File: src/rtl/clk_mode_consts.svh
`ifndef CLK_MODE_CONSTS_SVH
`define CLK_MODE_CONSTS_SVH
// register byte addresses
`define ADDR_SYS_CLK_SEL 4'h0
`define ADDR_FAST_RC_CTL 4'h4
`define ADDR_FAST_XT_CTL 4'h8
`define ADDR_SLOW_XT_CTL 4'hc
// system clock select fields
`define SCC_DIV_MSB 7
`define SCC_DIV_LSB 5
`define SCC_FAST_SRC 3
`define SCC_SLOW_SRC 2
`define SCC_FAST_KEEP 1
`define SCC_SLOW_KEEP 0
`define DIV_SEL_SLOW 3'h7
// oscillator control fields
`define RC_FREQ_MSB 3
`define RC_FREQ_LSB 2
`define OSC_MODE_BIT 2
`define OSC_STABLE_BIT 1
`define OSC_ENABLE_BIT 0
// reset values
`define SCC_RESET 8'h00
`define RC_CTL_RESET 8'h01
`define XT_CTL_RESET 8'h00
// stabilisation times in us and cycle counts at 10 MHz
`define CLK_MHZ 10
`define RC_SETTLE_US 16
`define XT_FAST_SETTLE_US 128
`define XT_SLOW_SETTLE_US 400
`define RC_SETTLE_CYC (`RC_SETTLE_US * `CLK_MHZ)
`define XT_FAST_SETTLE_CYC (`XT_FAST_SETTLE_US * `CLK_MHZ)
`define XT_SLOW_SETTLE_CYC (`XT_SLOW_SETTLE_US * `CLK_MHZ)
`define SETTLE_W 12
// axi responses
`define RESP_OKAY 2'h0
`define RESP_SLVERR 2'h2
`endif

File: src/rtl/clk_mode_pkg.sv
package clk_mode_pkg;
  // operating modes
  typedef enum logic [2:0]
  {
    MODE_FAST = 3'h0,
    MODE_SLOW = 3'h1,
    MODE_SLEEP = 3'h2,
    MODE_STANDBY_SLOW_ONLY = 3'h3,
    MODE_STANDBY_BOTH_CLOCKS = 3'h4,
    MODE_STANDBY_FAST_ONLY = 3'h5
  } op_mode_e;
  // rc frequency codes
  typedef enum logic [1:0]
  {
    RC_8MHZ = 2'h0,
    RC_12MHZ = 2'h1,
    RC_16MHZ = 2'h2,
    RC_8MHZ_ALT = 2'h3
  } rc_freq_e;
endpackage

File: src/rtl/osc_settle_if.sv
`timescale 1ns/10ps
interface osc_settle_if;
  logic enable;
  logic stable;
  modport ctrl (output enable, input stable);
  modport osc (input enable, output stable);
endinterface

File: src/rtl/osc_settle.sv
`timescale 1ns/10ps
`include "clk_mode_consts.svh"
module osc_settle #(
  parameter logic [`SETTLE_W-1:0] SETTLE_CYC = 12'd1
)
(
  // clock and reset
  input wire logic clock_i,
  input wire logic sys_rst_i,
  // restart pulse and enable
  input wire logic restart_i,
  osc_settle_if.osc port
);
  logic [`SETTLE_W-1:0] count;
  logic stable;
  // stable clears on restart or disable, sets when count expires
  always_ff @(posedge clock_i)
  begin
    if (sys_rst_i || restart_i || !port.enable)
    begin
      count <= '0;
      stable <= 1'b0;
    end
    else if (count + 12'd1 >= SETTLE_CYC)
      stable <= 1'b1;
    else
      count <= count + 12'd1;
  end
  assign port.stable = stable;
endmodule

File: src/rtl/system_clock_mode_control.sv
// Operation
// - divider code 0..6 gives fast clock /1../64, code 7 selects slow clock
// - fast source bit 0 picks internal rc, 1 picks external crystal
// - slow source bit 0 picks internal slow rc, 1 picks slow crystal
// - stop with both keep-alive low is sleep; slow rc runs only with watchdog
// - stop with only slow keep-alive keeps slow clock, stops fast
// - stop with both keep-alive high keeps both clocks running
// - stop with only fast keep-alive keeps fast clock, stops slow
// - in slow mode fast clock follows its own oscillator enable
// - rc code 00 8MHz, 01 12MHz, 10 16MHz, 11 8MHz
// - new rc frequency applies only once rc stable flag is set
// - setting rc enable clears rc stable, which sets after settling
// - setting fast crystal enable clears its stable flag, then sets it
// - setting slow crystal enable clears its stable flag, then sets it
// - drive mode write ignored while crystal pins assigned and enabled
// - slow crystal boost bit reads as constant one
// - unimplemented bits read as zero
//
// The implementer's own choices: the address map and the AXI4-Lite interface to the registers.
`timescale 1ns/10ps
`include "clk_mode_consts.svh"
module system_clock_mode_control
(
  // clock and reset
  input wire logic clock_i,
  input wire logic sys_rst_i,
  // axi4-lite write address
  input wire logic [3:0] s_axi_awaddr_i,
  input wire logic s_axi_awvalid_i,
  output logic s_axi_awready_o,
  // axi4-lite write data
  input wire logic [31:0] s_axi_wdata_i,
  input wire logic [3:0] s_axi_wstrb_i,
  input wire logic s_axi_wvalid_i,
  output logic s_axi_wready_o,
  // axi4-lite write response
  output logic [1:0] s_axi_bresp_o,
  output logic s_axi_bvalid_o,
  input wire logic s_axi_bready_i,
  // axi4-lite read address
  input wire logic [3:0] s_axi_araddr_i,
  input wire logic s_axi_arvalid_i,
  output logic s_axi_arready_o,
  // axi4-lite read data
  output logic [31:0] s_axi_rdata_o,
  output logic [1:0] s_axi_rresp_o,
  output logic s_axi_rvalid_o,
  input wire logic s_axi_rready_i,
  // cpu and system inputs
  input wire logic cpu_stop_i,
  input wire logic wake_i,
  input wire logic watchdog_en_i,
  input wire logic fast_xtal_pins_assigned_i,
  // clock tree control
  output logic [2:0] sys_clk_div_sel_o,
  output logic sys_clk_on_o,
  output logic sys_clk_is_slow_o,
  output logic fast_src_sel_o,
  output logic slow_src_sel_o,
  output logic fast_clock_on_o,
  output logic slow_clock_on_o,
  output logic internal_fast_osc_on_o,
  output logic external_fast_xtal_on_o,
  output logic internal_slow_osc_on_o,
  output logic external_slow_xtal_on_o,
  output clk_mode_pkg::rc_freq_e rc_freq_applied_o,
  output logic xtal_fast_drive_sel_o,
  output logic cpu_halted_o,
  output clk_mode_pkg::op_mode_e op_mode_o
);
  import clk_mode_pkg::*;

  // register storage
  logic [7:0] system_clock_select;
  logic [1:0] rc_fast_freq_sel;
  logic rc_fast_enable;
  logic xtal_fast_drive_sel;
  logic xtal_fast_enable;
  logic xtal_slow_enable;
  rc_freq_e rc_freq_applied;
  logic halted;
  logic pend_rc;
  op_mode_e op_mode;

  // bus handshake state
  logic aw_held;
  logic w_held;
  logic [3:0] aw_addr;
  logic [31:0] w_data;
  logic [3:0] w_strb;
  logic bvalid;
  logic [1:0] bresp;
  logic rvalid;
  logic [31:0] rdata;
  logic [1:0] rresp;

  // rc control reset value, split into its fields on reset
  localparam logic [7:0] rc_ctl_rst = `RC_CTL_RESET;

  // register field names
  wire [2:0] sys_clk_div_sel = system_clock_select[`SCC_DIV_MSB:`SCC_DIV_LSB];
  wire fast_src_sel = system_clock_select[`SCC_FAST_SRC];
  wire slow_src_sel = system_clock_select[`SCC_SLOW_SRC];
  wire fast_keep_alive = system_clock_select[`SCC_FAST_KEEP];
  wire slow_keep_alive = system_clock_select[`SCC_SLOW_KEEP];

  // oscillator settle timers
  osc_settle_if rc_if ();
  osc_settle_if xf_if ();
  osc_settle_if xs_if ();
  logic rc_restart;
  logic xf_restart;
  logic xs_restart;
  wire rc_fast_stable = rc_if.stable;
  wire xtal_fast_stable = xf_if.stable;
  wire xtal_slow_stable = xs_if.stable;

  osc_settle #(.SETTLE_CYC(12'(`RC_SETTLE_CYC))) u_rc_settle
  (
    .clock_i(clock_i),
    .sys_rst_i(sys_rst_i),
    .restart_i(rc_restart),
    .port(rc_if.osc)
  );
  osc_settle #(.SETTLE_CYC(12'(`XT_FAST_SETTLE_CYC))) u_xf_settle
  (
    .clock_i(clock_i),
    .sys_rst_i(sys_rst_i),
    .restart_i(xf_restart),
    .port(xf_if.osc)
  );
  osc_settle #(.SETTLE_CYC(12'(`XT_SLOW_SETTLE_CYC))) u_xs_settle
  (
    .clock_i(clock_i),
    .sys_rst_i(sys_rst_i),
    .restart_i(xs_restart),
    .port(xs_if.osc)
  );

  // write acceptance and decode
  function automatic logic hit(input logic [3:0] a, input logic [3:0] r);
    hit = (a == r);
  endfunction
  wire wr_fire = aw_held && w_held && !bvalid;
  wire wr_lane0 = wr_fire && w_strb[0];
  wire wr_scc = wr_lane0 && hit(aw_addr, `ADDR_SYS_CLK_SEL);
  wire wr_rc = wr_lane0 && hit(aw_addr, `ADDR_FAST_RC_CTL);
  wire wr_xf = wr_lane0 && hit(aw_addr, `ADDR_FAST_XT_CTL);
  wire wr_xs = wr_lane0 && hit(aw_addr, `ADDR_SLOW_XT_CTL);
  wire wr_known = hit(aw_addr, `ADDR_SYS_CLK_SEL) || hit(aw_addr, `ADDR_FAST_RC_CTL) ||
    hit(aw_addr, `ADDR_FAST_XT_CTL) || hit(aw_addr, `ADDR_SLOW_XT_CTL);
  wire [7:0] wb = w_data[7:0];
  // drive mode locked while pins belong to the oscillator and it runs
  wire drive_locked = fast_xtal_pins_assigned_i && xtal_fast_enable;

  // restart pulses on enable rising or rc frequency change
  assign rc_restart = wr_rc && ((wb[`OSC_ENABLE_BIT] && !rc_fast_enable) ||
    (wb[`RC_FREQ_MSB:`RC_FREQ_LSB] != rc_fast_freq_sel));
  assign xf_restart = wr_xf && wb[`OSC_ENABLE_BIT] && !xtal_fast_enable;
  assign xs_restart = wr_xs && wb[`OSC_ENABLE_BIT] && !xtal_slow_enable;

  // channel readiness
  assign s_axi_awready_o = !aw_held;
  assign s_axi_wready_o = !w_held;
  assign s_axi_arready_o = !rvalid;

  // write address and data capture
  always_ff @(posedge clock_i)
  begin
    if (sys_rst_i || wr_fire)
    begin
      aw_held <= 1'b0;
      w_held <= 1'b0;
    end
    else
    begin
      if (s_axi_awvalid_i && !aw_held)
        aw_held <= 1'b1;
      if (s_axi_wvalid_i && !w_held)
        w_held <= 1'b1;
    end
  end
  always_ff @(posedge clock_i)
  begin
    if (s_axi_awvalid_i && !aw_held)
      aw_addr <= s_axi_awaddr_i;
    if (s_axi_wvalid_i && !w_held)
    begin
      w_data <= s_axi_wdata_i;
      w_strb <= s_axi_wstrb_i;
    end
  end

  // write response
  always_ff @(posedge clock_i)
  begin
    if (sys_rst_i)
    begin
      bvalid <= 1'b0;
      bresp <= `RESP_OKAY;
    end
    else if (wr_fire)
    begin
      bvalid <= 1'b1;
      bresp <= wr_known ? `RESP_OKAY : `RESP_SLVERR;
    end
    else if (s_axi_bready_i)
      bvalid <= 1'b0;
  end

  // register writes
  always_ff @(posedge clock_i)
  begin
    if (sys_rst_i)
    begin
      system_clock_select <= `SCC_RESET;
      rc_fast_freq_sel <= rc_ctl_rst[`RC_FREQ_MSB:`RC_FREQ_LSB];
      rc_fast_enable <= rc_ctl_rst[`OSC_ENABLE_BIT];
      xtal_fast_drive_sel <= 1'b0;
      xtal_fast_enable <= 1'b0;
      xtal_slow_enable <= 1'b0;
    end
    else
    begin
      if (wr_scc)
        system_clock_select <= {wb[7:5], 1'b0, wb[3:0]};
      if (wr_rc)
      begin
        rc_fast_freq_sel <= wb[`RC_FREQ_MSB:`RC_FREQ_LSB];
        rc_fast_enable <= wb[`OSC_ENABLE_BIT];
      end
      if (wr_xf && !drive_locked)
        xtal_fast_drive_sel <= wb[`OSC_MODE_BIT];
      if (wr_xf)
        xtal_fast_enable <= wb[`OSC_ENABLE_BIT];
      if (wr_xs)
        xtal_slow_enable <= wb[`OSC_ENABLE_BIT];
    end
  end

  // rc frequency takes effect after the stable flag rises
  always_ff @(posedge clock_i)
  begin
    if (sys_rst_i)
    begin
      pend_rc <= 1'b0;
      rc_freq_applied <= RC_8MHZ;
    end
    else if (rc_restart)
      pend_rc <= 1'b1;
    else if (pend_rc && rc_fast_stable)
    begin
      pend_rc <= 1'b0;
      rc_freq_applied <= rc_freq_e'(rc_fast_freq_sel);
    end
  end

  // read mux
  wire [7:0] rd_scc = system_clock_select;
  wire [7:0] rd_rc = {4'h0, rc_fast_freq_sel, rc_fast_stable, rc_fast_enable};
  wire [7:0] rd_xf = {5'h00, xtal_fast_drive_sel, xtal_fast_stable, xtal_fast_enable};
  wire [7:0] rd_xs = {5'h00, 1'b1, xtal_slow_stable, xtal_slow_enable};
  wire [7:0] rd_byte = hit(s_axi_araddr_i, `ADDR_SYS_CLK_SEL) ? rd_scc :
    hit(s_axi_araddr_i, `ADDR_FAST_RC_CTL) ? rd_rc :
    hit(s_axi_araddr_i, `ADDR_FAST_XT_CTL) ? rd_xf :
    hit(s_axi_araddr_i, `ADDR_SLOW_XT_CTL) ? rd_xs : 8'h00;
  wire rd_known = hit(s_axi_araddr_i, `ADDR_SYS_CLK_SEL) || hit(s_axi_araddr_i, `ADDR_FAST_RC_CTL) ||
    hit(s_axi_araddr_i, `ADDR_FAST_XT_CTL) || hit(s_axi_araddr_i, `ADDR_SLOW_XT_CTL);

  // read response
  always_ff @(posedge clock_i)
  begin
    if (sys_rst_i)
    begin
      rvalid <= 1'b0;
      rdata <= 32'h00000000;
      rresp <= `RESP_OKAY;
    end
    else if (s_axi_arvalid_i && !rvalid)
    begin
      rvalid <= 1'b1;
      rdata <= {24'h000000, rd_byte};
      rresp <= rd_known ? `RESP_OKAY : `RESP_SLVERR;
    end
    else if (s_axi_rready_i)
      rvalid <= 1'b0;
  end

  // halt state: stop enters, wake leaves
  always_ff @(posedge clock_i)
  begin
    if (sys_rst_i || wake_i)
      halted <= 1'b0;
    else if (cpu_stop_i)
      halted <= 1'b1;
  end

  // mode decode
  wire slow_sel = (sys_clk_div_sel == `DIV_SEL_SLOW);
  always_comb
  begin
    if (!halted)
      op_mode = slow_sel ? MODE_SLOW : MODE_FAST;
    else
      unique case ({fast_keep_alive, slow_keep_alive})
        2'b00: op_mode = MODE_SLEEP;
        2'b01: op_mode = MODE_STANDBY_SLOW_ONLY;
        2'b11: op_mode = MODE_STANDBY_BOTH_CLOCKS;
        2'b10: op_mode = MODE_STANDBY_FAST_ONLY;
      endcase
  end

  // clock gating by mode
  wire fast_run = (op_mode == MODE_FAST) || (op_mode == MODE_STANDBY_BOTH_CLOCKS) ||
    (op_mode == MODE_STANDBY_FAST_ONLY) ||
    ((op_mode == MODE_SLOW) && (fast_src_sel ? xtal_fast_enable : rc_fast_enable));
  wire slow_run = (op_mode == MODE_FAST) || (op_mode == MODE_SLOW) ||
    (op_mode == MODE_STANDBY_SLOW_ONLY) || (op_mode == MODE_STANDBY_BOTH_CLOCKS);
  wire sys_on = (op_mode == MODE_FAST) || (op_mode == MODE_SLOW) ||
    (op_mode == MODE_STANDBY_BOTH_CLOCKS) ||
    ((op_mode == MODE_STANDBY_SLOW_ONLY) && slow_sel) ||
    ((op_mode == MODE_STANDBY_FAST_ONLY) && !slow_sel);

  // registered clock tree controls
  always_ff @(posedge clock_i)
  begin
    if (sys_rst_i)
    begin
      fast_clock_on_o <= 1'b1;
      slow_clock_on_o <= 1'b1;
      sys_clk_on_o <= 1'b1;
      internal_fast_osc_on_o <= 1'b1;
      external_fast_xtal_on_o <= 1'b0;
      internal_slow_osc_on_o <= 1'b1;
      external_slow_xtal_on_o <= 1'b0;
      op_mode_o <= MODE_FAST;
    end
    else
    begin
      fast_clock_on_o <= fast_run;
      slow_clock_on_o <= slow_run;
      sys_clk_on_o <= sys_on;
      internal_fast_osc_on_o <= fast_run && !fast_src_sel;
      external_fast_xtal_on_o <= fast_run && fast_src_sel;
      internal_slow_osc_on_o <= (slow_run && !slow_src_sel) || watchdog_en_i;
      external_slow_xtal_on_o <= slow_run && slow_src_sel;
      op_mode_o <= op_mode;
    end
  end

  // plain register-driven outputs
  assign sys_clk_div_sel_o = sys_clk_div_sel;
  assign sys_clk_is_slow_o = slow_sel;
  assign fast_src_sel_o = fast_src_sel;
  assign slow_src_sel_o = slow_src_sel;
  assign rc_freq_applied_o = rc_freq_applied;
  assign xtal_fast_drive_sel_o = xtal_fast_drive_sel;
  assign cpu_halted_o = halted;
  assign s_axi_bvalid_o = bvalid;
  assign s_axi_bresp_o = bresp;
  assign s_axi_rvalid_o = rvalid;
  assign s_axi_rdata_o = rdata;
  assign s_axi_rresp_o = rresp;
  assign rc_if.enable = rc_fast_enable;
  assign xf_if.enable = xtal_fast_enable;
  assign xs_if.enable = xtal_slow_enable;

  // sleep stops everything but the watchdog clock
  a_sleep_clocks_off: assert property (@(posedge clock_i) disable iff (sys_rst_i)
    (halted && !fast_keep_alive && !slow_keep_alive) |=> !fast_clock_on_o && !slow_clock_on_o && !sys_clk_on_o)
    else $error("sleep left a clock running");
  a_idle_slow_only: assert property (@(posedge clock_i) disable iff (sys_rst_i)
    (halted && !fast_keep_alive && slow_keep_alive) |=> slow_clock_on_o && !fast_clock_on_o)
    else $error("slow-only idle clocks wrong");
  a_idle_both_on: assert property (@(posedge clock_i) disable iff (sys_rst_i)
    (halted && fast_keep_alive && slow_keep_alive) |=> slow_clock_on_o && fast_clock_on_o && sys_clk_on_o)
    else $error("both-clock idle clocks wrong");
  a_idle_fast_only: assert property (@(posedge clock_i) disable iff (sys_rst_i)
    (halted && fast_keep_alive && !slow_keep_alive) |=> fast_clock_on_o && !slow_clock_on_o)
    else $error("fast-only idle clocks wrong");
  a_idle_sys_gate: assert property (@(posedge clock_i) disable iff (sys_rst_i)
    (halted && (fast_keep_alive != slow_keep_alive)) |=> sys_clk_on_o == $past(fast_keep_alive != slow_sel))
    else $error("idle system clock gating wrong");
  a_rc_restart_clr: assert property (@(posedge clock_i) disable iff (sys_rst_i)
    rc_restart |=> !rc_fast_stable)
    else $error("rc stable not cleared");
  a_xf_restart_clr: assert property (@(posedge clock_i) disable iff (sys_rst_i)
    xf_restart |=> !xtal_fast_stable)
    else $error("fast crystal stable not cleared");
  a_xs_restart_clr: assert property (@(posedge clock_i) disable iff (sys_rst_i)
    xs_restart |=> !xtal_slow_stable)
    else $error("slow crystal stable not cleared");
  a_drive_lock: assert property (@(posedge clock_i) disable iff (sys_rst_i)
    (wr_xf && drive_locked) |=> $stable(xtal_fast_drive_sel))
    else $error("locked drive mode changed");
  a_rc_apply_stable: assert property (@(posedge clock_i) disable iff (sys_rst_i)
    $changed(rc_freq_applied) |-> $past(rc_fast_stable))
    else $error("rc frequency applied before stable");
endmodule

File: config.mk
export PLATFORM = sky130hd
export DESIGN_NAME = system_clock_mode_control
export DESIGN_NICKNAME = d
export VERILOG_FILES = /design/src/rtl/clk_mode_pkg.sv /design/src/rtl/osc_settle_if.sv /design/src/rtl/osc_settle.sv /design/src/rtl/system_clock_mode_control.sv
export VERILOG_INCLUDE_DIRS = /design/src /design/src/rtl
export SDC_FILE = /design/constraint.sdc
export NUM_CORES = 1
export LEC_CHECK = 0
export ABC_AREA = 1
export BUFFER_PORTS_ARGS = -buffer_cell sky130_fd_sc_hd__buf_2
export CORE_ASPECT_RATIO = 1.25
export CORE_UTILIZATION = 49
export CTS_BUF_LIST = sky130_fd_sc_hd__clkbuf_8
export CTS_CLUSTER_DIAMETER = 150
export CTS_CLUSTER_SIZE = 20
export DETAILED_ROUTE_END_ITERATION = 16
export GPL_TIMING_DRIVEN = 0
export PLACE_DENSITY_LB_ADDON = 0.15
export RECOVER_POWER = 25
export SYNTH_ARGS = -nofsm -noshare
export SYNTH_HDL_FRONTEND = slang
export SYNTH_SLANG_ARGS = --single-unit
File: constraint.sdc
create_clock -name clock_i -period 1.7 [get_ports clock_i]
set_input_delay 0.17 -clock clock_i [delete_from_list [all_inputs] [get_ports clock_i]]
set_output_delay 0.17 -clock clock_i [all_outputs]
set_load 0.01 [all_outputs]
== Word level (Yosys, flattened, before mapping) ==
Index checks and enable logic that the tools add are counted.
Widths: inputs -> output; s select.

* Input port bits: 55
* Logic and storage cells: 141
* Bits in registers: 95
* Output and inout bits: 61

* Bitwise gates (word level): 1
* Add/subtract/negate cells: 3
* Muxes and demuxes: 16
* Reductions and logical operators: 70
* Magnitude comparators: 3
* Equal/unequal tests: 15

{| class="wikitable"
|+ Operators with widths
! operator !! number
|-
| $add 12x1->12 const B || 3
|-
| $logic_and 1x1->1 || 26
|-
| $logic_or 1x1->1 || 25
|-
| $eq 4x4->1 const B || 4
|-
| $ge 12x11->1 const B || 1
|-
| $ge 12x12->1 const B || 1
|-
| $ge 12x8->1 const B || 1
|-
| $pmux 3 s4 || 1
|-
| $logic_not 1->1 || 11
|-
| $eq 3x3->1 const B || 3
|-
| $mux 3 || 3
|-
| $eq 4x3->1 const B || 2
|-
| $logic_not 4->1 || 2
|-
| $mux 1 || 8
|-
| $mux 8 || 1
|-
| $reduce_bool 2->1 || 3
|-
| $eq 2x2->1 const B || 2
|-
| $mux 2 || 2
|-
| $mux 4 || 1
|-
| $eq 3x1->1 const B || 1
|-
| $eq 3x2->1 const B || 1
|-
| $logic_not 3->1 || 1
|-
| $eq 2x1->1 const B || 1
|-
| $logic_not 2->1 || 1
|-
| 3 further kinds || 3
|}

== Longest topological paths before layout ==
Gate-level depths: netlist of run 1.

* Depth after elaboration: 9
* Mapped depth: 13
* Mapped depth without buffers: 13

== Modules after synthesis ==
A second synthesis of run 1 with hierarchy kept.

* Cells, all modules: 636
* Area total of the unflattened synthesis: 4807.1 um^2

{| class="wikitable"
|+ By module, submodules not included
! module !! instances !! area each (um^2) !! seq. area each (um^2) !! cells each
|-
| system_clock_mode_control || 1 || 2302.2 || 1161.1 || 276
|-
| osc_settle at u_rc_settle || 1 || 870.8 || 260.2 || 117
|-
| osc_settle at u_xs_settle || 1 || 820.8 || 260.2 || 127
|-
| osc_settle at u_xf_settle || 1 || 813.3 || 260.2 || 116
|}

== Least setup slack after synthesis of run 1 ==
OpenSTA, ideal clock, no wires.

* Path kind: reg2reg
* From: register u_xf_settle.count[0]
* To: register u_xf_settle.stable, in the netlist u_xf_settle.port.stable
* Cell stages (with the launch flop): 14
* Setup time: 0.113 ns
* Arrival time: 1.486 ns
* Path buffers: 1
* Path slack: 0.101 ns
* Period minus slack after synthesis: 1.599 ns
* Data required time: 1.587 ns
* Path through: dfxtp_1 > ha_1 > nand2_1 > nor2_2 > nand2_1 > nor2_2 > nand2_1 > nand2_1 > inv_2 > nand2_4 > nand2_4 > buf_6 > o21ai_1 > inv_1

* Cells in the longest elaborated chain, start to end: 2

{| class="wikitable"
|+ Ends and longest elaborated chain
! item !! line !! source
|-
| start, declared || osc_settle.sv:14 || <nowiki>logic [`SETTLE_W-1:0] count;</nowiki>
|-
| start signal, assigned || osc_settle.sv:27 || <nowiki>count <= count + 12'd1;</nowiki>
|-
| $add 12x1->12 || osc_settle.sv:24 || <nowiki>else if (count + 12'd1 >= SETTLE_CYC)</nowiki>
|-
| $ge 12x11->1 || osc_settle.sv:24 ||
|-
| end signal, assigned || osc_settle.sv:22 || <nowiki>stable <= 1'b0;</nowiki>
|-
| end signal, assigned || osc_settle.sv:25 || <nowiki>stable <= 1'b1;</nowiki>
|-
| end, declared || osc_settle.sv:15 || <nowiki>logic stable;</nowiki>
|}

No other way between the ends.
A chain may end at the register's enable or synchronous reset.

== Worst setup path after layout of run 1 ==
* From: register u_xf_settle.count[1]
* To: register u_xf_settle.count[2]

* Cells in the longest elaborated chain, start to end: 2

{| class="wikitable"
|+ Ends and longest elaborated chain
! item !! line
|-
| $add 12x1->12 (*) || osc_settle.sv:24, osc_settle.sv:27
|-
| $ge 12x11->1 || osc_settle.sv:24
|}

Mark *: on every way between the ends. The rest lies on a longest branch, timed or not.

==> flow_metrics.env, run 1 <==
export IMPL_worstPathMaxFanout=5
export IMPL_h_tree_depth=3
export IMPL_yosysTopAreaCell="dfxtp_1"
export IMPL_antenna_cells=0
export IMPL_drc_errors=0
export IMPL_fp_dieW_um=87.90
export IMPL_synth_area_top_cells="dfxtp_1 35%, nand2_1 12%, edfxtp_1 8.0%"
export IMPL_slew_violations=0
export IMPL_synth_top_area_share_pct=34.99
export IMPL_yosysUniqueCellTypes=37
export IMPL_r2r_start="u_xf_settle.count[1]$_SDFFE_PP0N_"
export IMPL_final_area_um2=5877
export IMPL_dpl_hpwl_um=7337
export IMPL_die_area_um2=9614
export IMPL_setup_viol=0
export IMPL_port_buffers=60
export IMPL_period_share_pct=96.48
export IMPL_crit_type="reg -> reg"
export IMPL_clk_latency_ps=370
export IMPL_cp_required_ps=1990
export IMPL_wl_per_cell_um=12.22
export IMPL_rr_worst_depth=12
export IMPL_num_vias=4312
export IMPL_synthCells=618
export IMPL_ys_seq_area_share_pct=42.97
export IMPL_syn_area_um2=4519
export IMPL_cts_root_buf="clkbuf_8"
export IMPL_fmax_mhz=609.7
export IMPL_fin_skew_ps=12.01
export IMPL_drv_cap=0
export IMPL_met1_length_um=4089
export IMPL_first_iter_violations=177
export IMPL_rsz0062_at_grt="true"
export IMPL_rows=38
export IMPL_grt_pass1_vias=3846
export IMPL_syn_avg_cell_area_um2=7.313
export IMPL_grt_use_total_pct=21.74
export IMPL_hp_start="s_axi_wvalid_i"
export IMPL_dr_wl_met3_um=484
export IMPL_grt_pass1_wl_um=16370
export IMPL_cp_startpoint="u_xf_settle.count[1]$_SDFFE_PP0N_"
export IMPL_place_ws_ps=-176.6
export IMPL_worst_pin_slew_ps=628.0
export IMPL_die_h_um=109.4
export IMPL_cp_start_kind="flop"
export IMPL_p_leak_nw=2.566
export IMPL_top_layer="met4"
export IMPL_reg2reg_slack_ps=60
export IMPL_ys_seq_elements=91
export IMPL_layout_drive_gt1_share_pct=27.14
export IMPL_worstPathArrival_ps=1930
export IMPL_clkTransAtPathRegs_ps=90
export IMPL_drt_first_pass_iters=4
export IMPL_ir_drop_v=0.0006367
export IMPL_antenna_found_initial=0
export IMPL_cts_tree="built"
export IMPL_timing_final_ws_setup_ps=59.88
export IMPL_wl_um=10610
export IMPL_io_pins=116
export IMPL_min_period_ps=1640
export IMPL_placed_area_um2=5067
export IMPL_core_area_um2=8796
export IMPL_start_util_pct=51.38
export IMPL_final_core_util_pct=66.81
export IMPL_place_congestion=0.8427
export IMPL_r2r_end="u_xf_settle.count[2]$_SDFFE_PP0N_"
export IMPL_endpoint="u_xf_settle.count[2]$_SDFFE_PP0N_"
export IMPL_yosysWarnings=0
export IMPL_nets=802
export IMPL_area_growth_pct=30.04
export IMPL_cts_buffers=9
export IMPL_hold_viol=0
export IMPL_grt_max_degree=16
export IMPL_via_per_inst=4.968
export IMPL_end_kind="flop"
export IMPL_hold_depth=3
export IMPL_power_mw=4.242
export IMPL_grt_overflow_total=0
export IMPL_clkSinkCount=91
export IMPL_hp_class="in -> reg"
export IMPL_ant_nets=0
export IMPL_num_fill_cells=754
export IMPL_wl_met2_um=5739
export IMPL_p_per_area_nw_per_um2=721.8
export IMPL_maxSlewHeadroom_pct=57.98
export IMPL_clockBufferDepth=2
export IMPL_outcome="complete, no violations"
[area by class of cell]
| type | instances | area (µm²) | area share (%) |
|---|---|---|---|
| Tap cell | 120 | 150.1 | 2.555 |
| Multi-Input combinational cell | 440 | 2422 | 41.22 |
| Clock buffer | 10 | 137.6 | 2.342 |
| Clock inverter | 6 | 88.84 | 1.512 |
| Timing Repair Buffer | 87 | 540.5 | 9.197 |
| Buffer | 40 | 279.0 | 4.748 |
| Inverter | 74 | 280.3 | 4.769 |
| Sequential cell | 91 | 1978 | 33.66 |
[sequential cells by signal, summed over array words and instances, names as in the netlist, 2 cells and up]
register / count
u_rc_settle.count: 12
u_xf_settle.count: 12
u_xs_settle.count: 12
rd_scc: 7
s_axi_rdata_o: 7
w_data: 7
aw_addr: 4
op_mode_o: 3
rc_fast_freq_sel: 2
rc_freq_applied_o: 2
[metal layers]
layer	GRT usage, %	vias to the layer above
li1	-	2188
met1	23.31	1975
met2	40.42	120
met3	3.453	29
met4	11.36	0
met5	0	-
[power breakdown]
group	leakage, nW	switching (mW)	internal, mW
Combinational	1.69	0.169	0.146
Clock	0.114	0.796	0.871
Sequential	0.765	0.0356	2.22
[metrics by stage]
| step | TNS [ps] | std cells | hold slack (ps) |
|---|---|---|---|
| 3_5_place_dp | -2707 | 824 | 340.7 |
| 3_3_place_gp | -1650 | 824 | 336.3 |
| 4_1_cts | 0 | 858 | 44.14 |
| 5_1_grt | -751.8 | 868 | 60.25 |
| 6_report | 0 | 868 | 58.70 |
| 2_1_floorplan | 0 | 644 | 249.3 |
[synth_stat cells]
master / instances
a21oi_1: 43
a21oi_2: 2
a21oi_4: 1
a31oi_1: 2
a41oi_1: 1
buf_4: 31
buf_6: 2
clkbuf_1: 8
conb_1: 1
dfxtp_1: 79
edfxtp_1: 12
ha_1: 4
inv_1: 70
inv_2: 4
nand2_1: 146
nand2_2: 3
nand2_4: 2
nand3_1: 49
nand3_2: 3
nand3b_1: 2
nand4_1: 8
nor2_1: 63
nor2_2: 13
nor2_4: 1
nor3_1: 11
nor3_2: 1
o211ai_1: 3
o21a_1: 1
o21ai_0: 26
o21ai_1: 3
o21bai_1: 6
o21bai_2: 1
o221ai_1: 1
o22ai_1: 1
or2_2: 1
xnor2_1: 2
xor2_1: 11
[timing repair]
action | 4_1_cts | 5_1_grt
cloned | 1 | 2
endpoints found under the hold margin | 14 | 0
gates resized for setup | 26 | 68
hold buffers | 14 | 0
buffers inserted | 4 | 8
pin swaps | 7 | 31
endpoints found under the setup margin | 30 | 42
[worst max-delay path, stage by stage, from the launching register on]
cell	delay, ps
dfxtp_4	370
ha_4	150
nand2_4	60
nor2_4	140
nand2_2	90
nor2_4	110
nand2_1	50
nand2_1	60
inv_2	40
nand2_4	150
buf_4	140
nand3_1	50
a21oi_1	140
[cell families (layout without fill, tap and decap cells)]
logic type,count (synthesis),in the layout,share of synthesized area [%]
XOR/XNOR,13,13,2.519
buffers and inverters,115,217,12.46
adder cells (fa/ha/maj),4,4,1.107
AO/OA/AOI/OAI,91,91,11.43
flip-flops,91,91,42.97
AND/OR/NAND/NOR,303,305,29.43
other,1,27,0.08298
[worst min path at each step]
stage | slack, ps | end
4_1_cts | 40 | cpu_halted_o$_SDFFE_PP0P_
6_report | 60 | w_held$_SDFFE_PP0P_
3_3_place_gp | 340 | cpu_halted_o$_SDFFE_PP0P_
3_5_place_dp | 340 | cpu_halted_o$_SDFFE_PP0P_
5_1_grt | 60 | cpu_halted_o$_SDFFE_PP0P_
2_1_floorplan | 250 | cpu_halted_o$_SDFFE_PP0P_
[layout by cell type (no fill, tap or decap), types with 16 or more instances in the layout]
cell type | netlist | final
a21oi_1 | 43 | 38
clkbuf_1 | 8 | 16
nor2_4 | 1 | 17
nand3_1 | 49 | 39
nor2_1 | 63 | 51
buf_2 | 0 | 52
buf_4 | 31 | 40
dfxtp_1 | 79 | 62
o21ai_0 | 26 | 26
inv_1 | 70 | 71
nand2_1 | 146 | 137
conb_1 | 1 | 27
No activity file was read; power rests on OpenSTA's default activity.
==> run 2, diff against run 1 <==
--- a/config.mk
+++ b/config.mk
@@ -9,7 +9,7 @@
 export ABC_AREA = 1
 export BUFFER_PORTS_ARGS = -buffer_cell sky130_fd_sc_hd__buf_2
 export CORE_ASPECT_RATIO = 1.25
-export CORE_UTILIZATION = 49
+export CORE_UTILIZATION = 25
 export CTS_BUF_LIST = sky130_fd_sc_hd__clkbuf_8
 export CTS_CLUSTER_DIAMETER = 150
 export CTS_CLUSTER_SIZE = 20
==> flow_metrics.env, run 2 (synthesis gave the netlist of run 1 again) <==
export IMPL_hold_depth=3
export IMPL_via_per_inst=4.366
export IMPL_antenna_found_initial=0
export IMPL_wl_per_cell_um=12.03
export IMPL_instances_no_fill=978
export IMPL_p_per_area_nw_per_um2=688.1
export IMPL_rows=54
export IMPL_outcome="complete, no violations"
export IMPL_mostFrequentLayoutCells="121 x nand2_1, 69 x inv_1, 58 x dfxtp_1"
export IMPL_rsz0062_at_grt="true"
export IMPL_clk_latency_ps=360
export IMPL_drt_first_pass_iters=5
export IMPL_die_h_um=152.3
export IMPL_core_area_um2=17570
export IMPL_grt_overflow_total=0
export IMPL_hold_viol=0
export IMPL_drv_cap=0
export IMPL_clkTransAtPathRegs_ps=90
export IMPL_cts_root_buf="clkbuf_8"
export IMPL_drc_errors=0
export IMPL_setup_viol=0
export IMPL_internal_power_mw=3.220
export IMPL_pwr_share_seq_pct=53.2
export IMPL_switchingPower_mw=1.035
export IMPL_start_util_pct=25.73
export IMPL_clockBufferDepth=2
export IMPL_final_area_um2=6183
export IMPL_maxSlewHeadroom_pct=50.30
export IMPL_io_pins=116
export IMPL_period_share_pct=98.61
export IMPL_grt_pass1_wl_um=18770
export IMPL_final_common_cell="nand2_1"
export IMPL_antenna_cells=0
export IMPL_ir_drop_v=0.0004149
export IMPL_cp_start_kind="flop"
export IMPL_ant_nets=0
export IMPL_h_tree_depth=3
export IMPL_slew_violations=0
export IMPL_worstPathArrival_ps=1970
export IMPL_fp_dieW_um=122.3
export IMPL_area_growth_pct=36.82
export IMPL_cts_tree="built"
export IMPL_worstPathMaxFanout=7
export IMPL_grt_pass1_vias=4000
export IMPL_min_period_ps=1676
export IMPL_first_iter_violations=109
export IMPL_cts_buffers=9
export IMPL_p_comb_share_pct=7.7
export IMPL_wl_um=11760
export IMPL_port_buffers=60
export IMPL_layout_drive_gt1_share_pct=31.83
export IMPL_cp_required_ps=1990
export IMPL_worst_pin_slew_ps=742.8
export IMPL_nets=808
export IMPL_grt_use_total_pct=12.60
export IMPL_clkPwrFrac_pct=39.2
export IMPL_place_congestion=0.7857
export IMPL_clkSinkCount=91
export IMPL_end_kind="flop"
export IMPL_p_leak_nw=2.616
export IMPL_placed_area_um2=5197
export IMPL_crit_type="reg -> reg"
export IMPL_fin_skew_ps=13.42
export IMPL_swShare_pct=24.32
export IMPL_dp_cells=928
export IMPL_rr_worst_depth=10
export IMPL_hp_class="in -> reg"
export IMPL_dpl_hpwl_um=8256
export IMPL_num_vias=4270
export IMPL_grt_max_degree=17
export IMPL_die_area_um2=18620
export IMPL_holdWs_ps=54.27
export IMPL_largestRegisters="u_rc_settle.count: 12 flops, u_xf_settle.count: 12 flops, u_xs_settle.count: 12 flops"
export IMPL_fmax_mhz=596.5
[run 2: cell count changes in the layout (fill, tap and decap cells not counted), moves of 2 or more]
cell | previous run | this run
clkbuf_1 | 16 | 14
nand3_1 | 39 | 36
o21ai_2 | 0 | 2
nand2_2 | 9 | 24
dfxtp_2 | 11 | 14
a21oi_2 | 7 | 10
buf_2 | 52 | 55
inv_1 | 71 | 69
nand3_2 | 12 | 15
dfxtp_1 | 62 | 58
nand2_1 | 137 | 121
buf_6 | 3 | 6
a21oi_1 | 38 | 35
[run 2: final timing paths]
path / from / end / slack, ps
hold reg to reg: rc_freq_applied_o[0]$_SDFFE_PP0P_ / rc_freq_applied_o[0]$_SDFFE_PP0P_ / 470
hold / removal: s_axi_awvalid_i / aw_held$_SDFFE_PP0P_ / 50
setup reg to reg: u_xs_settle.count[1]$_SDFFE_PP0N_ / u_xs_settle.count[4]$_SDFFE_PP0N_ / 20
setup / recovery: u_xs_settle.count[1]$_SDFFE_PP0N_ / u_xs_settle.count[4]$_SDFFE_PP0N_ / 20
[run 2: layer usage]
layer	vias up	GRT usage [%]	part of all wire, %	routed length, µm
met4	0	4.239	1.0	119
met1	1969	15.17	45	5256
met3	7	2.433	3.9	461
li1	2204	-	-	-
met5	-	0	0	0
met2	90	21.99	50	5925
[run 2: stage by stage]
step | power [mW] | utilization [%] | setup slack [ps] | setup TNS, ps
final | 4.255 | 35.20 | 23.62 | 0
after global routing | 4.455 | 35.20 | -55.31 | -544.4
after CTS | 4.306 | 32.48 | 0.6364 | 0
after detailed placement | 2.598 | 29.59 | -232.9 | -4504
after global placement | 2.595 | 29.59 | -223.6 | -3728
after floorplan | 2.495 | - | 100.5 | 0
[run 2: worst max-delay path, stage by stage (launching register included)]
cell	delay, ps
dfxtp_4	400
ha_4	160
nand2_4	70
nor2_4	180
buf_6	120
nand3_2	50
nand2_2	70
nand2_2	60
nor2_4	270
nand3_2	120
a21oi_2	120
[run 2: layout make-up]
class                           instances  area [µm²]
Clock inverter                          7       97.59
Multi-Input combinational cell        439        2492
Timing Repair Buffer                   93       630.6
Fill cell                            1891       11380
Clock buffer                            9       123.9
Buffer                                 41       292.8
Sequential cell                        91        1986
Inverter                               74       280.3
Tap cell                              224       280.3
[run 2: power groups by stage]
stage	logic [mW]	clock network, mW	registers, mW
final	0.326	1.67	2.26
after global routing	0.365	1.82	2.27
after CTS	0.313	1.73	2.27
after detailed placement	0.284	0	2.31
after global placement	0.281	0	2.31
after floorplan	0.178	0	2.32
[run 2: what timing repair did]
action,CTS,global route
endpoints found under the hold margin,14,0
gates resized for setup,34,94
endpoints found under the setup margin,36,37
gates cloned,1,2
buffers inserted,3,14
hold buffers,14,0
pin swaps,5,41
==> run 3, diff against run 2 <==
--- a/config.mk
+++ b/config.mk
@@ -11,10 +11,11 @@
 export CORE_ASPECT_RATIO = 1.25
 export CORE_UTILIZATION = 25
 export CTS_BUF_LIST = sky130_fd_sc_hd__clkbuf_8
-export CTS_CLUSTER_DIAMETER = 150
+export CTS_CLUSTER_DIAMETER = 60
 export CTS_CLUSTER_SIZE = 20
 export DETAILED_ROUTE_END_ITERATION = 16
 export GPL_TIMING_DRIVEN = 0
+export HOLD_SLACK_MARGIN = 0.15
 export PLACE_DENSITY_LB_ADDON = 0.15
 export RECOVER_POWER = 25
 export SYNTH_ARGS = -nofsm -noshare
==> constraint.sdc (replaced) <==
create_clock -name clock_i -period 1.8 [get_ports clock_i]
set_input_delay 0.18 -clock clock_i [delete_from_list [all_inputs] [get_ports clock_i]]
set_output_delay 0.18 -clock clock_i [all_outputs]
set_load 0.01 [all_outputs]
==> flow_metrics.env, run 3 (synthesis gave the netlist of run 1 again) <==
export IMPL_outcome="complete, no violations"
export IMPL_drv_cap=0
export IMPL_via_per_inst=4.342
export IMPL_antenna_found_initial=0
export IMPL_grt_use_total_pct=12.58
export IMPL_num_vias=4225
export IMPL_cts_buffers=9
export IMPL_largestRegisters="u_rc_settle.count: 12 flops, u_xf_settle.count: 12 flops, u_xs_settle.count: 12 flops"
export IMPL_hp_class="in -> reg"
export IMPL_worst_path_stages=10
export IMPL_area_growth_pct=29.90
export IMPL_antenna_cells=0
export IMPL_cp_required_ps=2060
export IMPL_grt_pass1_wl_um=18710
export IMPL_p_per_area_nw_per_um2=683.6
export IMPL_setup_viol=0
export IMPL_rows=54
export IMPL_fp_dieW_um=122.3
export IMPL_drt_first_pass_iters=4
export IMPL_grt_max_degree=17
export IMPL_final_common_cell="nand2_1"
export IMPL_die_area_um2=18620
export IMPL_mostFrequentLayoutCells="138 x nand2_1, 69 x inv_1, 64 x dfxtp_1"
export IMPL_holdWs_ps=195.9
export IMPL_crit_family="simple AND/OR/NAND/NOR gates"
export IMPL_slew_violations=0
export IMPL_grt_pass1_vias=3974
export IMPL_period_share_pct=94.00
export IMPL_start_util_pct=25.73
export IMPL_power_mw=4.013
export IMPL_worst_pin_slew_ps=748.5
export IMPL_hold_viol=0
export IMPL_p_leak_nw=2.466
export IMPL_clkSinkCount=91
export IMPL_ant_nets=0
export IMPL_clockBufferDepth=2
export IMPL_hold_depth=3
export IMPL_min_period_ps=1692
export IMPL_fin_skew_ps=12.52
export IMPL_layout_drive_gt1_share_pct=22.83
export IMPL_slowest_delay_ps=390
export IMPL_drc_errors=0
export IMPL_crit_top_cell="nand2_2"
export IMPL_cts_tree="built"
export IMPL_grt_overflow_total=0
export IMPL_wl_per_cell_um=11.61
export IMPL_dpl_hpwl_um=8256
export IMPL_crit_chain="ha_4 -> nand2_2 -> nor2_4 -> nand2_2 -> nand2_2 -> nor2_1 -> nor2_2 -> nand3_4 -> o21ai_2 -> inv_1"
export IMPL_fmax_mhz=591.0
export IMPL_wl_um=11300
export IMPL_clk_latency_ps=360
export IMPL_ir_drop_v=0.0003910
export IMPL_nets=803
export IMPL_h_tree_depth=3
export IMPL_place_congestion=0.7857
export IMPL_clkTransAtPathRegs_ps=90
export IMPL_worstPathMaxFanout=5
export IMPL_port_buffers=60
export IMPL_crit_type="reg -> reg"
export IMPL_path_buf_inv=1
export IMPL_num_fill_cells=1914
export IMPL_rr_worst_depth=10
export IMPL_die_h_um=152.3
export IMPL_tns_ps=0
export IMPL_io_pins=116
export IMPL_cp_start_kind="flop"
export IMPL_end_kind="flop"
export IMPL_worstPathArrival_ps=1950
export IMPL_crit_slowest_cell="dfxtp_4"
export IMPL_cts_root_buf="clkbuf_8"
export IMPL_core_area_um2=17570
export IMPL_first_iter_violations=97
export IMPL_maxSlewHeadroom_pct=49.91
## run 3: cell count changes in the layout (fill, tap and decap cells not counted), moves of 9 or more
cell / before / now
dlygate4sd3_1: 14 / 23
buf_2: 55 / 44
nand2_2: 24 / 10
nand3_1: 36 / 47
clkbuf_1: 14 / 24
nand3_2: 15 / 4
nand2_1: 121 / 138
## run 3: final timing paths
path / slack (ps) / to / startpoint
min: 200 / s_axi_rdata_o[2]$_SDFFE_PP0P_ / s_axi_araddr_i[3]
max reg2reg: 110 / u_xs_settle.count[8]$_SDFFE_PP0N_ / u_xs_settle.count[0]$_SDFFE_PP0N_
max: 110 / u_xs_settle.count[8]$_SDFFE_PP0N_ / u_xs_settle.count[0]$_SDFFE_PP0N_
min reg2reg: 470 / u_rc_settle.count[11]$_SDFFE_PP0N_ / u_rc_settle.count[11]$_SDFFE_PP0N_
## run 3: what timing repair did
item	CTS	global route
endpoints found under the hold margin	23	0
pin swaps	2	9
resized for setup	14	47
cloned	0	1
endpoints found under the setup margin	27	36
setup buffers	1	4
hold buffers	23	0
## run 3: per-layer routing
layer / share of wire (%) / track usage (%) / vias up
li1: - / - / 2190
met1: 45 / 14.98 / 1931
met2: 51 / 22.26 / 97
met3: 3.7 / 2.320 / 7
met4: 1.1 / 4.181 / 0
met5: 0 / 0 / -
## run 3: final cells by class
type	instances	area, µm²	share of cell area [%]
Buffer	41	289.0	4.923
Tap cell	224	280.3	4.774
Sequential cell	91	1968	33.53
Clock inverter	7	97.59	1.662
Clock buffer	9	123.9	2.110
Multi-Input combinational cell	439	2286	38.94
Timing Repair Buffer	88	548.0	9.335
Inverter	74	277.8	4.731
## run 3: tightest hold or removal path, delay by kind of cell
family	cells	cell delay, ps
AOI/OAI and AO/OA	2	200
buffers and inverters	1	120
## run 3: where the power goes
part / internal (mW) / switching, mW / total (mW)
registers: 2.10 / 0.0328 / 2.14
logic: 0.148 / 0.165 / 0.313
clock network: 0.796 / 0.767 / 1.56
total: 3.05 / 0.965 / 4.01
## run 3: through the flow
stage / cell area [µm²] / setup WS, ps / utilization [%] / std cells
floorplan: 4617 / 200.5 / - / 644
global placement: 5197 / -123.6 / 29.59 / 928
detailed placement: 5197 / -132.9 / 29.59 / 928
CTS: 5702 / 6.946 / 32.46 / 968
global route: 5871 / -5.131 / 33.42 / 973
finish: 5871 / 108.0 / 33.42 / 973
